File: src/shared/pmc_pkg.sv
// Constants, register map and state encoding for the power mode controller
package pmc_pkg;
    // Register indices; byte address is four times the index
    localparam logic [7:0] IDX_PWR_CTRL = 8'h40;
    localparam logic [7:0] IDX_IRQ_EN = 8'h41;
    localparam logic [7:0] IDX_PRIO_LOWER = 8'h42;
    localparam logic [7:0] IDX_EXT_CFG = 8'h43;
    localparam logic [7:0] IDX_STATUS = 8'h44;
    localparam logic [7:0] IDX_PRIO_UPPER = 8'hB7;

    // Power control register fields
    localparam int PWR_IDLE_BIT = 0;
    localparam int PWR_PD_BIT = 1;
    localparam int PWR_FLAG_A_BIT = 2;
    localparam int PWR_FLAG_B_BIT = 3;
    localparam logic [7:0] PWR_CTRL_MASK = 8'h0F;

    // Interrupt enable and source bit positions
    localparam int IRQ_GLOBAL_BIT = 7;
    localparam int NUM_SRC = 6;
    localparam int SRC_EXT0 = 0;
    localparam int SRC_TIMER0 = 1;
    localparam int SRC_EXT1 = 2;
    localparam int SRC_TIMER1 = 3;
    localparam int SRC_SERIAL = 4;
    localparam int SRC_TIMER2 = 5;
    localparam logic [7:0] IRQ_EN_MASK = 8'hBF;
    localparam logic [7:0] PRIO_MASK = 8'h3F;

    // External pin configuration fields (1 = edge, 0 = level)
    localparam int EXT_A_EDGE_BIT = 0;
    localparam int EXT_B_EDGE_BIT = 1;
    localparam logic [7:0] EXT_CFG_MASK = 8'h03;

    // Reset values
    localparam logic [7:0] PWR_CTRL_RST = 8'h00;
    localparam logic [7:0] IRQ_EN_RST = 8'h00;
    localparam logic [7:0] PRIO_RST = 8'h00;
    localparam logic [7:0] EXT_CFG_RST = 8'h00;

    // Reset hold time; aclk is the oscillator
    localparam int OSC_PER_MACHINE_CYCLE = 12;
    localparam int RST_HOLD_MACHINE_CYCLES = 2;
    localparam int RST_HOLD_CYCLES = RST_HOLD_MACHINE_CYCLES * OSC_PER_MACHINE_CYCLE;

    // AXI response codes
    localparam logic [1:0] RESP_OKAY = 2'h0;
    localparam logic [1:0] RESP_SLVERR = 2'h2;
    localparam logic [1:0] RESP_DECERR = 2'h3;

    typedef enum logic [3:0] {
        ST_RUN = 4'h1,
        ST_IDLE = 4'h2,
        ST_PD_STOP = 4'h4,
        ST_PD_WAKE = 4'h8
    } pm_state_t;
endpackage

File: src/verilog/power_mode_control.sv
// Idle and power-down sequencing with priority registers on AXI4-Lite
//
// Functional notes
// - Instruction setting idle bit completes; CPU then stops until idle ends.
// - Idle gates CPU clock; interrupt, timer and serial clocks keep running.
// - Idle keeps every CPU register unchanged by holding its clock.
// - Idle holds port levels from entry, except with external memory: port 0 floats, port 2 shows p2_addr; address latch and program strobes high.
// - Enabled interrupt in idle clears idle bit and resumes execution.
// - Hardware reset held 24 oscillator periods ends idle.
// - Power-down stops the oscillator after the requesting instruction.
// - RAM and special registers keep contents throughout power-down.
// - Only reset or enabled external pins leave power-down.
// - Low enabled pin restarts oscillator; pin going high completes exit.
// - Both pins enabled: either low restarts; first release exits, higher priority wins.
// - After wake handler, execution continues after the power-down instruction.
// - Reset exit reinitialises special registers; interrupt exit leaves them.
// - Internal RAM survives any power-down exit.
// - Idle and power-down both set: power-down exit, both bits cleared.
// - Power-down drives both strobes low; ports 1 to 3 hold data.
// - Port 0 drives only zero when asleep, floats on external memory.
// - Upper and lower priority bits form a two-bit level, 3 highest.
// - Upper priority register at index B7h, bits 5..0 per source.
// - Upper priority bits 7 and 6 reserved; never set.
// - Setting power-down bit enters power-down; any reset clears it.
// - Idle bit cleared by hardware on interrupt or reset.
`timescale 1ns/10ps
`default_nettype none
module power_mode_control
    import pmc_pkg::*;
(
    input wire logic aclk,
    input wire logic aresetn,
    input wire logic [11:0] awaddr,
    input wire logic awvalid,
    output logic awready,
    input wire logic [31:0] wdata,
    input wire logic [3:0] wstrb,
    input wire logic wvalid,
    output logic wready,
    output logic [1:0] bresp,
    output logic bvalid,
    input wire logic bready,
    input wire logic [11:0] araddr,
    input wire logic arvalid,
    output logic arready,
    output logic [31:0] rdata,
    output logic [1:0] rresp,
    output logic rvalid,
    input wire logic rready,
    input wire logic rst_pin,
    input wire logic ext_irq_pin_a_n,
    input wire logic ext_irq_pin_b_n,
    input wire logic timer0_irq,
    input wire logic timer1_irq,
    input wire logic serial_irq,
    input wire logic timer2_irq,
    input wire logic ext_mem,
    input wire logic ale_core,
    input wire logic program_store_strobe_core,
    input wire logic [7:0] p0_core,
    input wire logic [7:0] p0_core_oe,
    input wire logic [7:0] p1_core,
    input wire logic [7:0] p2_core,
    input wire logic [7:0] p2_addr,
    input wire logic [7:0] p3_core,
    output logic cpu_clk_en,
    output logic periph_clk_en,
    output logic osc_run,
    output logic sfr_reset,
    output logic wake_valid,
    output logic [2:0] wake_src,
    output logic ale,
    output logic program_store_strobe,
    output logic [7:0] port0_out,
    output logic [7:0] port0_oe,
    output logic [7:0] port1_out,
    output logic [7:0] port2_out,
    output logic [7:0] port3_out
);
    pm_state_t state_r, state_nxt, state_new;
    logic [7:0] power_control_reg_r, irq_en_r, prio_lower_r, ext_cfg_r;
    logic [7:0] interrupt_priority_upper_r;
    logic [7:0] power_control_reg_nxt;
    logic pin_a_prev_r, pin_b_prev_r;
    logic [1:0] low_seen_r;
    logic wake_valid_r;
    logic [2:0] wake_src_r;
    logic hw_rst;
    logic aw_have_r, w_have_r, bvalid_r, rvalid_r;
    logic [11:0] aw_addr_r;
    logic [7:0] w_data_r;
    logic w_lane0_r;
    logic [1:0] bresp_r, rresp_r;
    logic [31:0] rdata_r;
    logic ale_r, pss_r;
    logic [7:0] p0_data_r, port0_out_r, port0_oe_r, port1_r, port2_r, port3_r;

    // Hardware reset qualifier
    reset_filter u_reset_filter (
        .aclk(aclk),
        .aresetn(aresetn),
        .rst_pin(rst_pin),
        .rst_pulse(hw_rst)
    );

    // Interrupt events per source; external pins are active low
    wire irq_global = irq_en_r[IRQ_GLOBAL_BIT];
    wire ext_a_evt = ext_cfg_r[EXT_A_EDGE_BIT] ? (pin_a_prev_r & ~ext_irq_pin_a_n)
        : ~ext_irq_pin_a_n;
    wire ext_b_evt = ext_cfg_r[EXT_B_EDGE_BIT] ? (pin_b_prev_r & ~ext_irq_pin_b_n)
        : ~ext_irq_pin_b_n;
    wire [NUM_SRC-1:0] raw_evt = {timer2_irq, serial_irq, timer1_irq, ext_b_evt,
        timer0_irq, ext_a_evt};
    wire [NUM_SRC-1:0] idle_pending = raw_evt & irq_en_r[NUM_SRC-1:0] & {NUM_SRC{irq_global}};
    // Only the two external pins count in power-down, level or edge alike
    wire [1:0] ext_low_en = {~ext_irq_pin_b_n & irq_en_r[SRC_EXT1],
        ~ext_irq_pin_a_n & irq_en_r[SRC_EXT0]} & {2{irq_global}};
    wire [1:0] pin_high = {ext_irq_pin_b_n, ext_irq_pin_a_n};
    wire pd_release = |(low_seen_r & pin_high);
    wire [NUM_SRC-1:0] pd_pending = {3'h0, low_seen_r[1], 1'b0, low_seen_r[0]};
    wire in_pd = (state_r == ST_PD_STOP) || (state_r == ST_PD_WAKE);

    // Arbitration among idle events, or among pins seen low in power-down
    wire [NUM_SRC-1:0] arb_in = (state_r == ST_PD_WAKE) ? pd_pending : idle_pending;
    wire grant_valid;
    wire [2:0] grant_src;
    prio_arbiter u_prio_arbiter (
        .pending(arb_in),
        .prio_upper(interrupt_priority_upper_r[NUM_SRC-1:0]),
        .prio_lower(prio_lower_r[NUM_SRC-1:0]),
        .grant_valid(grant_valid),
        .grant_src(grant_src)
    );

    wire wake_fire = ((state_r == ST_IDLE) && grant_valid) ||
        ((state_r == ST_PD_WAKE) && pd_release);

    // Mode sequencing
    always_comb begin
        state_nxt = state_r;
        case (state_r)
            ST_RUN: begin
                if (power_control_reg_r[PWR_PD_BIT]) begin
                    state_nxt = ST_PD_STOP;
                end else if (power_control_reg_r[PWR_IDLE_BIT]) begin
                    state_nxt = ST_IDLE;
                end
            end
            ST_IDLE: begin
                if (grant_valid) begin
                    state_nxt = ST_RUN;
                end
            end
            ST_PD_STOP: begin
                if (|ext_low_en) begin
                    state_nxt = ST_PD_WAKE;
                end
            end
            ST_PD_WAKE: begin
                if (pd_release) begin
                    state_nxt = ST_RUN;
                end
            end
            default: begin
                state_nxt = ST_RUN;
            end
        endcase
    end
    assign state_new = hw_rst ? ST_RUN : state_nxt;
    wire lp_new = (state_new != ST_RUN);
    wire idle_new = (state_new == ST_IDLE);

    // Clock gating outputs
    assign cpu_clk_en = (state_r == ST_RUN);
    assign osc_run = (state_r != ST_PD_STOP);
    assign periph_clk_en = osc_run;
    assign sfr_reset = hw_rst;
    assign wake_valid = wake_valid_r;
    assign wake_src = wake_src_r;

    // Register bus decode
    wire [7:0] wr_idx = aw_addr_r[9:2];
    wire wr_in_range = (aw_addr_r[11:10] == 2'h0);
    wire wr_commit = aw_have_r && w_have_r && !bvalid_r;
    wire wr_known = wr_in_range && ((wr_idx == IDX_PWR_CTRL) || (wr_idx == IDX_IRQ_EN) ||
        (wr_idx == IDX_PRIO_LOWER) || (wr_idx == IDX_EXT_CFG) || (wr_idx == IDX_PRIO_UPPER));
    wire wr_refuse = in_pd;
    wire wr_en = wr_commit && wr_known && !wr_refuse && w_lane0_r;
    wire [1:0] wr_resp = !wr_known ? RESP_DECERR : wr_refuse ? RESP_SLVERR : RESP_OKAY;
    wire [7:0] rd_idx = araddr[9:2];
    wire rd_in_range = (araddr[11:10] == 2'h0);
    wire [7:0] status_byte = {1'b0, wake_src_r, state_r};
    wire rd_known = rd_in_range && ((rd_idx == IDX_PWR_CTRL) || (rd_idx == IDX_IRQ_EN) ||
        (rd_idx == IDX_PRIO_LOWER) || (rd_idx == IDX_EXT_CFG) ||
        (rd_idx == IDX_STATUS) || (rd_idx == IDX_PRIO_UPPER));
    wire [7:0] rd_byte = !rd_in_range ? 8'h00 :
        (rd_idx == IDX_PWR_CTRL) ? power_control_reg_r :
        (rd_idx == IDX_IRQ_EN) ? irq_en_r :
        (rd_idx == IDX_PRIO_LOWER) ? prio_lower_r :
        (rd_idx == IDX_EXT_CFG) ? ext_cfg_r :
        (rd_idx == IDX_STATUS) ? status_byte :
        (rd_idx == IDX_PRIO_UPPER) ? interrupt_priority_upper_r : 8'h00;

    assign awready = !aw_have_r && !bvalid_r;
    assign wready = !w_have_r && !bvalid_r;
    assign bvalid = bvalid_r;
    assign bresp = bresp_r;
    assign arready = !rvalid_r;
    assign rvalid = rvalid_r;
    assign rdata = rdata_r;
    assign rresp = rresp_r;

    // Write channel capture and response
    always_ff @(posedge aclk) begin
        if (!aresetn) begin
            aw_have_r <= 1'b0;
            w_have_r <= 1'b0;
            bvalid_r <= 1'b0;
            bresp_r <= RESP_OKAY;
            aw_addr_r <= 12'h000;
            w_data_r <= 8'h00;
            w_lane0_r <= 1'b0;
        end else begin
            if (awvalid && awready) begin
                aw_have_r <= 1'b1;
                aw_addr_r <= awaddr;
            end
            if (wvalid && wready) begin
                w_have_r <= 1'b1;
                w_data_r <= wdata[7:0];
                w_lane0_r <= wstrb[0];
            end
            if (wr_commit) begin
                aw_have_r <= 1'b0;
                w_have_r <= 1'b0;
                bvalid_r <= 1'b1;
                bresp_r <= wr_resp;
            end else if (bvalid_r && bready) begin
                bvalid_r <= 1'b0;
            end
        end
    end

    // Read channel
    always_ff @(posedge aclk) begin
        if (!aresetn) begin
            rvalid_r <= 1'b0;
            rdata_r <= 32'h0000_0000;
            rresp_r <= RESP_OKAY;
        end else if (arvalid && arready) begin
            rvalid_r <= 1'b1;
            rdata_r <= {24'h00_0000, rd_byte};
            rresp_r <= rd_known ? RESP_OKAY : RESP_DECERR;
        end else if (rvalid_r && rready) begin
            rvalid_r <= 1'b0;
        end
    end

    // Mode bits: hardware clears on wake, a software write in the same cycle wins
    always_comb begin
        power_control_reg_nxt = power_control_reg_r;
        if (wake_fire) begin
            power_control_reg_nxt[PWR_IDLE_BIT] = 1'b0;
            power_control_reg_nxt[PWR_PD_BIT] = 1'b0;
        end
        if (wr_en && (wr_idx == IDX_PWR_CTRL)) begin
            power_control_reg_nxt = w_data_r & PWR_CTRL_MASK;
        end
    end

    // Special registers: reinitialised by either reset, kept otherwise; RAM lies outside
    always_ff @(posedge aclk) begin
        if (!aresetn || hw_rst) begin
            power_control_reg_r <= PWR_CTRL_RST;
            irq_en_r <= IRQ_EN_RST;
            prio_lower_r <= PRIO_RST;
            interrupt_priority_upper_r <= PRIO_RST;
            ext_cfg_r <= EXT_CFG_RST;
        end else begin
            power_control_reg_r <= power_control_reg_nxt;
            if (wr_en && (wr_idx == IDX_IRQ_EN)) begin
                irq_en_r <= w_data_r & IRQ_EN_MASK;
            end
            if (wr_en && (wr_idx == IDX_PRIO_LOWER)) begin
                prio_lower_r <= w_data_r & PRIO_MASK;
            end
            if (wr_en && (wr_idx == IDX_PRIO_UPPER)) begin
                interrupt_priority_upper_r <= w_data_r & PRIO_MASK;
            end
            if (wr_en && (wr_idx == IDX_EXT_CFG)) begin
                ext_cfg_r <= w_data_r & EXT_CFG_MASK;
            end
        end
    end

    // State, pin history and wake report
    always_ff @(posedge aclk) begin
        if (!aresetn) begin
            state_r <= ST_RUN;
            pin_a_prev_r <= 1'b1;
            pin_b_prev_r <= 1'b1;
            low_seen_r <= 2'h0;
            wake_valid_r <= 1'b0;
            wake_src_r <= 3'h0;
        end else begin
            state_r <= state_new;
            pin_a_prev_r <= ext_irq_pin_a_n;
            pin_b_prev_r <= ext_irq_pin_b_n;
            low_seen_r <= (in_pd && !hw_rst) ? (low_seen_r | ext_low_en) : 2'h0;
            wake_valid_r <= wake_fire && !hw_rst;
            if (wake_fire && !hw_rst) begin
                wake_src_r <= grant_src;
            end
        end
    end

    // Port 0 drives only zeros asleep, floats with external program memory
    wire [7:0] p0_data_nxt = lp_new ? p0_data_r : p0_core;
    wire [7:0] p0_oe_nxt = !lp_new ? p0_core_oe : ext_mem ? 8'h00 : ~p0_data_nxt;
    wire [7:0] p2_nxt = (idle_new && ext_mem) ? p2_addr : lp_new ? port2_r : p2_core;
    // Strobes high in idle, low in power-down
    wire ale_nxt = idle_new ? 1'b1 : lp_new ? 1'b0 : ale_core;
    wire pss_nxt = idle_new ? 1'b1 : lp_new ? 1'b0 : program_store_strobe_core;

    // Port 0 data and ports 1 to 3 hold their entry value while asleep, except port 2, which shows p2_addr in idle with external memory
    always_ff @(posedge aclk) begin
        if (!aresetn) begin
            p0_data_r <= 8'hFF;
            port0_out_r <= 8'h00;
            port0_oe_r <= 8'h00;
            port1_r <= 8'hFF;
            port2_r <= 8'hFF;
            port3_r <= 8'hFF;
            ale_r <= 1'b1;
            pss_r <= 1'b1;
        end else begin
            p0_data_r <= p0_data_nxt;
            port0_out_r <= lp_new ? 8'h00 : p0_core;
            port0_oe_r <= p0_oe_nxt;
            port1_r <= lp_new ? port1_r : p1_core;
            port2_r <= p2_nxt;
            port3_r <= lp_new ? port3_r : p3_core;
            ale_r <= ale_nxt;
            pss_r <= pss_nxt;
        end
    end
    assign port0_out = port0_out_r;
    assign port0_oe = port0_oe_r;
    assign port1_out = port1_r;
    assign port2_out = port2_r;
    assign port3_out = port3_r;
    assign ale = ale_r;
    assign program_store_strobe = pss_r;
endmodule
`default_nettype wire

File: src/verilog/reset_filter.sv
// Qualifies the hardware reset pin by its hold time
`timescale 1ns/10ps
`default_nettype none
module reset_filter
    import pmc_pkg::*;
(
    input wire logic aclk,
    input wire logic aresetn,
    input wire logic rst_pin,
    output logic rst_pulse
);
    localparam logic [4:0] HOLD_LAST = 5'(RST_HOLD_CYCLES - 1);
    localparam logic [4:0] HOLD_DONE = 5'(RST_HOLD_CYCLES);

    logic [4:0] hold_cnt_r;
    logic [4:0] hold_cnt_nxt;
    logic rst_pulse_r;

    // Count consecutive high samples, saturate once qualified
    assign hold_cnt_nxt = !rst_pin ? 5'h00 :
        (hold_cnt_r == HOLD_DONE) ? HOLD_DONE : 5'(hold_cnt_r + 5'h01);
    assign rst_pulse = rst_pulse_r;

    // One pulse per assertion, on the last qualifying sample
    always_ff @(posedge aclk) begin
        if (!aresetn) begin
            hold_cnt_r <= 5'h00;
            rst_pulse_r <= 1'b0;
        end else begin
            hold_cnt_r <= hold_cnt_nxt;
            rst_pulse_r <= rst_pin && (hold_cnt_r == HOLD_LAST);
        end
    end
endmodule
`default_nettype wire

File: src/verilog/prio_arbiter.sv
// Picks the winning interrupt source by two-bit level, then polling order
`timescale 1ns/10ps
`default_nettype none
module prio_arbiter
    import pmc_pkg::*;
(
    input wire logic [NUM_SRC-1:0] pending,
    input wire logic [NUM_SRC-1:0] prio_upper,
    input wire logic [NUM_SRC-1:0] prio_lower,
    output logic grant_valid,
    output logic [2:0] grant_src
);
    logic [1:0] level [NUM_SRC];

    // Level per source: upper bit over lower bit, 3 is highest
    generate
        for (genvar g = 0; g < NUM_SRC; g++) begin : g_level
            assign level[g] = {prio_upper[g], prio_lower[g]};
        end
    endgenerate

    // Strict compare keeps the lowest index among equal levels
    always_comb begin
        logic [1:0] best;
        best = 2'h0;
        grant_valid = 1'b0;
        grant_src = 3'h0;
        for (int i = 0; i < NUM_SRC; i++) begin
            if (pending[i] && (!grant_valid || (level[i] > best))) begin
                grant_valid = 1'b1;
                grant_src = 3'(i);
                best = level[i];
            end
        end
    end
endmodule
`default_nettype wire

File: config.mk
export PLATFORM = sky130hd
export DESIGN_NAME = power_mode_control
export DESIGN_NICKNAME = d
export VERILOG_FILES = /design/src/shared/pmc_pkg.sv /design/src/verilog/power_mode_control.sv /design/src/verilog/reset_filter.sv /design/src/verilog/prio_arbiter.sv
export SDC_FILE = /design/constraint.sdc
export NUM_CORES = 1
export LEC_CHECK = 0
export BUFFER_PORTS_ARGS = -buffer_cell sky130_fd_sc_hd__buf_2
export CAP_MARGIN = 10
export CORE_UTILIZATION = 35
export CTS_CLUSTER_DIAMETER = 80
export DETAILED_ROUTE_END_ITERATION = 10
export SLEW_MARGIN = 20
export SYNTH_ARGS = -nofsm -noshare
export SYNTH_HDL_FRONTEND = slang
export SYNTH_HIERARCHICAL = 1
export SYNTH_SLANG_ARGS = --single-unit
File: constraint.sdc
create_clock -name aclk -period 9.4 [get_ports aclk]
set_clock_uncertainty 0.05 [all_clocks]
set_input_delay 1.41 -clock aclk [delete_from_list [all_inputs] [get_ports aclk]]
set_output_delay 1.41 -clock aclk [all_outputs]
set_load 0.01 [all_outputs]
==> flow_summary.toml, run 1 <==
[global_route]
grt_usage = 0.183
antenna_found_initial = 0
grt_max_degree = 93
grt_overflow = 0
grt_pass1_vias = 4809
grt_pass1_wl_mm = 25.2

[clock_tree]
clkLatencyLatePin_ns = 0.42
numCtsBuffers = 17
cts_hold_buffers = 0
cts_buffer_depth = 2
path_clk_slew_ns = 0.06
post_cts_buffers = 0
post_cts_resized = 0
cts.sinks = 126
cts_tree = "yes"
cts-root-buf = "clkbuf_16"
h-tree-depth = 4

[die]
initial_core_util = 0.358
core-area_sq_mm = 0.0166
ios = 216
die_h_um = 132
die_w_um = 132
rows = 47
dieArea_sq_mm = 0.0175

[outcome]
status = "finished clean"

[yosys]
synth-seq-cells = 126
synth_cell_types = 70
yosysSeqAreaShare = 0.425
syn_area_sq_mm = 0.00593
synth-async-reset-ratio = 0
synth.avg_cell_area_sq_um = 8.51
synth_edf_count = 0
synth_cells = 697
ys.warnings.count = 6
synth_ff_type = "dfxtp_1"

[cells_and_area]
layout_common_cells = "buf_2 (159), nand2_1 (130), dfxtp_1 (126)"
antennaDiodeCount = 0
final_common_cell = "buf_2"
fin_area_sq_mm = 0.00732
drive_above_1_share = 0.258
fillCellCount = 1717
final_nets = 974
syn2layout_area_growth_pct = 23.4

[worst_setup_path]
cp_num_buf_inv = 2
crit_fanout = 6
crit_path_max_incr_delay_ns = 0.55
worst_setup_path_end_kind = "flop"
crit_required_ns = 9.69
cp_top_family = "compound AO/OA/AOI/OAI gates"
critPathLaunchType = "input port"
path_class = "in -> reg"
crit_arrival_ns = 8.03
crit_slowest_cell = "o21ai_0"

[place]
port_buffers = 159
post_dp_cell_area_sq_mm = 0.00672
hpwl_mm = 11.2
routabilityCongestion = 0.793

[timing]
setup_tns_ns = 0
relSlewSlack = 0.333
max_freq_ghz = 0.129
hold_viol_final = 0
worst_pin_slew_ns = 0.999
period_needed_ns = 7.74
setup_viol = 0
slew_violations = 0
finalCritPeriodShare = 0.823
rsz0062_at_grt = "false"

[min_path]
hp-class = "reg -> reg"

[drt]
drt-vias-per-instance = 4.85
wirelength_mm = 15.5
firstDrtPassIters = 5
num_vias = 5194
wl_per_cell_um = 14.5
postRouteAntennaNets = 0
drt_iter0_drc = 329
drc = 0

[pwr]
leakage_uw = 0.00317
power.total_uw = 1310
ir_drop_mv = 0.118
p_per_area_mw_per_mm2 = 179

[job]
maxCapViolations = 0
[worst paths after layout]
check        cells after the start           to  slack (ns)             from
max reg2reg                     34  wake_src[1]        2.07       state_r[3]
min reg2reg                      2     rdata[4]        0.40         rdata[4]
min                              2     rdata[4]        0.40         rdata[4]
max                             36  wake_src[1]        1.66  ext_irq_pin_a_n
[sequential cells by signal (all words and copies together), names as in the netlist, 3 cells and up]
name                        flops
port3_out                       8
aw_addr_r                      10
port0_out                       8
prio_lower_r                    6
state_r                         4
power_control_reg_r             4
u_reset_filter/hold_cnt_r       5
rdata                           8
p0_data_r                       8
port2_out                       8
w_data_r                        7
wake_src                        3
port1_out                       8
irq_en_r                        7
port0_oe                        8
interrupt_priority_upper_r      6
[worst reg2reg max path: cells and delay by family, from the launching register on]
| family | cells | cell delay, ns |
|---|---|---|
| DFF | 1 | 0.53 |
| muxes | 2 | 0.67 |
| AOI/OAI and AO/OA | 14 | 2.78 |
| adders and majority gates | 5 | 1.32 |
| and+or+nand+nor | 12 | 1.84 |
| buffers and inverters | 1 | 0.06 |
[metal layers]
| layer | vias up | global-route usage | share of wire |
|---|---|---|---|
| met1 | 2392 | 0.244 | 0.46 |
| met4 | 0 | 0.0690 | 0.013 |
| met2 | 130 | 0.280 | 0.46 |
| li1 | 2660 | - | - |
| met3 | 12 | 0.0534 | 0.059 |
| met5 | - | 0 | 0 |
[cells in the mapped netlist, drive strengths merged (3+ instances only)]
| cell type | instances | area (sq um) |
|---|---|---|
| nand3 | 41 | 205 |
| inv | 22 | 82.6 |
| a22o | 3 | 27.5 |
| and3 | 14 | 87.6 |
| and2 | 7 | 46.3 |
| nand2 | 130 | 488 |
| dfxtp | 126 | 2520 |
| a22oi | 5 | 37.5 |
| or2 | 5 | 33.8 |
| nor4b | 3 | 32.5 |
| or3 | 11 | 68.8 |
| nor2b | 9 | 56.3 |
| ha | 10 | 125 |
| nor2 | 59 | 221 |
| o21ai | 25 | 129 |
| o31ai | 6 | 45.0 |
| clkbuf | 17 | 63.8 |
| a221oi | 5 | 50.0 |
| nor4 | 9 | 68.8 |
| mux2 | 3 | 45.0 |
| nand3b | 8 | 60.1 |
| o2111ai | 3 | 32.5 |
| a211oi | 8 | 60.1 |
| nor3 | 8 | 45.0 |
| buf | 43 | 319 |
| a21oi | 15 | 75.1 |
| nand4b | 4 | 35.0 |
| a21boi | 32 | 240 |
| nand4 | 3 | 33.8 |
| nand2b | 8 | 50.1 |
| mux2i | 27 | 270 |
[area by class of cell]
| type | count | area (sq um) | area share |
|---|---|---|---|
| clock buffer | 19 | 453 | 0.0618 |
| clock inverter | 13 | 139 | 0.0190 |
| inverter | 22 | 82.6 | 0.0113 |
| multi-input combinational | 512 | 3050 | 0.416 |
| sequential | 126 | 2520 | 0.344 |
| tap | 220 | 275 | 0.0376 |
| timing repair buffer | 160 | 803 | 0.110 |
[through the flow]
stage	util	setup slack, ns	std cells	hold slack [ns]
after floorplan	-	2.04	720	0.383
after global placement	0.405	1.31	1040	0.392
after detailed placement	0.405	1.32	1040	0.395
after CTS	0.441	1.73	1072	0.409
after global routing	0.442	1.17	1072	0.427
final	0.442	1.66	1072	0.400
[power breakdown]
| group | switching (uW) | internal [uW] |
|---|---|---|
| combinational | 53.6 | 39.7 |
| sequential | 12.9 | 554 |
| clock | 248 | 404 |
| total | 315 | 998 |
[logic make-up (layout without fill, tap and decap cells)]
kind of cell	after synthesis	count (layout)	share of synthesized area
AND/OR/NAND/NOR	327	327	0.272
flip-flops	126	126	0.425
AO/OA/AOI/OAI	118	118	0.145
buffers and inverters	82	214	0.0784
multiplexers	30	30	0.0531
adder cells (fa/ha/maj)	10	10	0.0211
XOR/XNOR	3	3	0.00443
other	1	24	0.000632
Power figures use the tool's default switching activity.
==> inputs of run 2 (changes only) <==
==> constraint.sdc (replaced) <==
create_clock -name aclk -period 6.33 [get_ports aclk]
set_clock_uncertainty 0.05 [all_clocks]
set_input_delay 0.9495 -clock aclk [delete_from_list [all_inputs] [get_ports aclk]]
set_output_delay 0.9495 -clock aclk [all_outputs]
set_load 0.01 [all_outputs]
==> run 2 against run 1 <==
  * Setup slack worse by 1.5 ns
  * Register-to-register slack worse by 1.8 ns
  * Cell count is 2.1% higher
  * Sequential share of layout area is 1.3 points lower
  * Routed wire length is 2.9% higher
  * First-iteration DRC count is 27% lower
  * Critical path depth is 2 lower
  * Hold slack worse by 0.0022 ns
  * Flip-flop and latch count stayed put
  * Sequential power is 49% higher
  * Global-route usage is 0.081 points lower
  * Non-clock buffer count is 22 higher
  * Highest routed layer unchanged
==> flow_summary.toml, run 2 (same netlist as run 1, synthesis figures left out) <==
[drt]
num_vias = 5331
drt-vias-per-instance = 4.87
postRouteAntennaNets = 0
firstDrtPassIters = 5
drc = 0
wl_per_cell_um = 14.6
drt_iter0_drc = 241
wirelength_mm = 15.9

[pwr]
p_int_uw = 1410
p_seq_frac = 0.450
pwr-share-clk = 0.476
p_per_area_mw_per_mm2 = 246
ir_drop_mv = 0.215
power.total_uw = 1870
combPwrFrac = 0.075
leakage_uw = 0.00329
p_switching_uw = 466
swShare = 0.249

[worst_setup_path]
r2r_cells = 33
path_class = "in -> reg"
crit_slowest_cell = "a2111o_1"
crit_path_max_incr_delay_ns = 0.41
crit_fanout = 4
crit_required_ns = 6.58
crit_top_cell = "ha_4"
worst_setup_path_end_kind = "flop"
crit_arrival_ns = 6.46
critPathLaunchType = "input port"

[clock_tree]
cts-root-buf = "clkbuf_16"
cts_hold_buffers = 0
clkLatencyLatePin_ns = 0.41
cts.sinks = 126
cts_buffer_depth = 2
path_clk_slew_ns = 0.06
numCtsBuffers = 17
h-tree-depth = 4
cts_tree = "yes"

[die]
ios = 216
initial_core_util = 0.358
die_h_um = 132
core-area_sq_mm = 0.0166
dieArea_sq_mm = 0.0175
die_w_um = 132
rows = 47

[cells_and_area]
layout_common_cells = "buf_2 (158), nand2_1 (128), dfxtp_1 (126)"
largest-register = "aw_addr_r"
final_nets = 996
drive_above_1_share = 0.301
final_cells = 1095
fin_area_sq_mm = 0.00761
final_common_cell = "buf_2"
syn2layout_area_growth_pct = 28.3
largest_register_ffs = 10
utilization = 0.459

[min_path]
hold_path_depth = 2
hp-class = "reg -> reg"

[outcome]
status = "finished clean"

[global_route]
grt.busiest_layer = "met2"
grt_util_met3 = 0.0596
grt_use_met2 = 0.302
grt_pass1_wl_mm = 25.3
grt_util_met1 = 0.223
grt_pass1_vias = 5009
grt_overflow = 0
grt_usage = 0.183
antenna_found_initial = 1
grt_max_degree = 92

[place]
post_dp_cell_area_sq_mm = 0.00694
hpwl_mm = 11.4
routabilityCongestion = 0.825
port_buffers = 159
dp_cells = 1056

[timing]
slew_violations = 0
setup_viol = 0
hold_viol_final = 0
max_freq_ghz = 0.161
period_needed_ns = 6.21
finalCritPeriodShare = 0.982
relSlewSlack = 0.300
rsz0062_at_grt = "true"
worst_pin_slew_ns = 1.05

[job]
maxCapViolations = 0
[run 2: path summary, 6_finish.rpt]
kind / start / end / slack (ns)
max: ext_irq_pin_a_n / wake_src[2] / 0.12
min: rdata[4] / rdata[4] / 0.40
max reg2reg: state_r[1] / wake_src[2] / 0.24
min reg2reg: rdata[4] / rdata[4] / 0.40
[run 2: timing repair]
item                                    in CTS  in global routing
resized for setup                            0                 19
buffers inserted                             0                  6
pin swaps                                    1                 22
endpoints found under the hold margin        0                  0
endpoints found under the setup margin       1                  3
[run 2: critical path, delay by kind of cell]
kind	cells	cell delay, ns
buffers and inverters	3	0.27
muxes	3	1.02
AOI/OAI and AO/OA	11	1.86
adders and majority gates	5	1.28
and+or+nand+nor	12	1.07
[run 2: routing by layer]
layer  vias to the layer above  routed length, um
li1                       2699                  -
met1                      2468               7050
met5                         -                  0
met3                        17               1000
met2                       147               7660
met4                         0                225
[run 2: power groups by stage]
stage | clock, uW | sequential, uW | combinational [uW]
after global placement | 0 | 859 | 138
final | 891 | 843 | 140
after floorplan | 0 | 863 | 77.5
after detailed placement | 0 | 859 | 140
after global routing | 943 | 846 | 157
after CTS | 911 | 842 | 140
[run 2: area by class of cell]
type,count,area (sq um)
Antenna cell,1,2.50
Clock buffer,21,460
Clock inverter,11,83.8
Fill cell,1673,8970
Inverter,22,85.1
Multi-Input combinational cell,512,3210
Sequential cell,126,2520
Tap cell,220,275
Timing Repair Buffer,182,978
[run 2: per-stage QoR]
stage,setup slack (ns),TNS [ns],hold slack [ns]
5_1_grt,-0.106,-0.203,0.426
6_report,0.115,0,0.397
3_5_place_dp,-0.413,-1.03,0.390
3_3_place_gp,-0.359,-0.870,0.387
4_1_cts,0.00613,0,0.404
2_1_floorplan,-0.0553,-0.0553,0.383
==> inputs of run 3 (changes only) <==
==> constraint.sdc (replaced) <==
create_clock -name aclk -period 7.21 [get_ports aclk]
set_clock_uncertainty 0.05 [all_clocks]
set_input_delay 1.0815 -clock aclk [delete_from_list [all_inputs] [get_ports aclk]]
set_output_delay 1.0815 -clock aclk [all_outputs]
set_load 0.01 [all_outputs]
==> run 3 against run 2 <==
  * Hold slack about the same
  * Global-route usage decreased by 0.088 points
  * Sequential power decreased by 12%
==> flow_summary.toml, run 3 (same netlist as run 1, synthesis figures left out) <==
[clock_tree]
cts_tree = "yes"
cts_buffer_depth = 2
h-tree-depth = 4
clkLatencyLatePin_ns = 0.41
cts.sinks = 126
cts-root-buf = "clkbuf_16"
path_clk_slew_ns = 0.06
post_cts_buffers = 0
numCtsBuffers = 17

[place]
routabilityCongestion = 0.823
port_buffers = 159
hpwl_mm = 11.4

[worst_setup_path]
crit_fanout = 4
crit_required_ns = 7.50
cp_num_buf_inv = 2
critPathLaunchType = "input port"
crit_slowest_cell = "a2111o_1"
crit_path_max_incr_delay_ns = 0.42
r2r_slack_ns = 0.56
path_class = "in -> reg"
crit_arrival_ns = 7.09
cp_top_family = "compound AO/OA/AOI/OAI gates"
worst_setup_path_end_kind = "flop"

[drt]
drt-vias-per-instance = 4.89
wl_per_cell_um = 14.5
num_vias = 5289
drc = 0
wirelength_mm = 15.7
postRouteAntennaNets = 0
drt_iter0_drc = 316
firstDrtPassIters = 4

[cells_and_area]
final_common_cell = "buf_2"
final_nets = 984
layout_common_cells = "buf_2 (159), nand2_1 (130), dfxtp_1 (126)"
antennaDiodeCount = 0
drive_above_1_share = 0.267
fillCellCount = 1686
syn2layout_area_growth_pct = 25.5
largest_register_ffs = 10
largest-register = "aw_addr_r"
utilization = 0.449

[timing]
worst_pin_slew_ns = 1.03
period_needed_ns = 6.80
rsz0062_at_grt = "false"
setup_viol = 0
relSlewSlack = 0.314
slew_violations = 0
setup_tns_ns = 0
hold_viol_final = 0
finalCritPeriodShare = 0.943
max_freq_ghz = 0.147

[min_path]
hp-class = "reg -> reg"

[global_route]
grt_util_met3 = 0.0442
antenna_found_initial = 0
grt_pass1_wl_mm = 24.8
grt.busiest_layer = "met2"
grt_usage = 0.182
grt_max_degree = 93
grt_util_met1 = 0.233
grt_overflow = 0
grt_use_met2 = 0.295
grt_pass1_vias = 4901

[job]
maxCapViolations = 0

[die]
core-area_sq_mm = 0.0166
dieArea_sq_mm = 0.0175
die_h_um = 132
initial_core_util = 0.358
die_w_um = 132
ios = 216
rows = 47

[outcome]
status = "finished clean"

[pwr]
p_per_area_mw_per_mm2 = 237
ir_drop_mv = 0.142
leakage_uw = 0.00324
-- run 3: cell types whose count changed in the layout (fill, tap and decap cells not counted), moves of 4 or more --
cell,before,now
ha_1,4,10
bufinv_16,0,4
nor2_1,55,59
ha_4,6,0
buf_4,23,11
-- run 3: worst reg2reg max path, delay by kind of cell, from the launching register on --
family	cells	cell delay (ns)
AOI/OAI and AO/OA	14	2.40
and+or+nand+nor	13	1.66
adders and majority gates	5	1.37
muxes	2	0.66
DFF	1	0.40
buffers and inverters	1	0.04
-- run 3: layer usage --
layer / wire [um] / up-vias / share of wire
met3: 669 / 14 / 0.043
met2: 7420 / 126 / 0.47
met5: 0 / - / 0
met4: 231 / 0 / 0.015
met1: 7370 / 2470 / 0.47
li1: - / 2679 / -
-- run 3: layout make-up --
type / count / area [sq um] / area share
clock buffers: 18 / 439 / 0.0590
inverters: 22 / 82.6 / 0.0111
well taps: 220 / 275 / 0.0370
clock inverters: 14 / 191 / 0.0257
repair buffers: 170 / 878 / 0.118
multi-input cells: 512 / 3060 / 0.411
flip-flops and latches: 126 / 2520 / 0.339
-- run 3: where the power goes --
part           internal, uW  switching (uW)  leakage [uW]
Clock                   587             315      0.000298
Combinational          52.0            70.6       0.00190
Sequential              723            16.8       0.00103
-- run 3: timing repair --
action	4_1_cts	5_1_grt
resized for setup	0	2
setup endpoints to repair	0	1
hold buffers	0	0
-- run 3: stage by stage --
step	instances	hold slack (ns)	instance area [sq um]	total power [uW]	setup WS (ns)
floorplan	720	0.383	6020	826	0.183
global placement	1050	0.391	6800	876	-0.0222
detailed placement	1050	0.390	6800	878	-0.0694
CTS	1082	0.403	7430	1790	0.376
global route	1082	0.421	7450	1830	0.0250
finish	1082	0.397	7450	1760	0.409
-- run 3: path summary, 6_finish.rpt --
check / startpoint / end / cells after the start
worst max register to register: state_r[1] / wake_src[1] / 35
worst min register to register: rdata[5] / rdata[5] / 2
worst max-delay path: ext_irq_pin_a_n / wake_src[1] / 36
worst min-delay path: rdata[5] / rdata[5] / 2
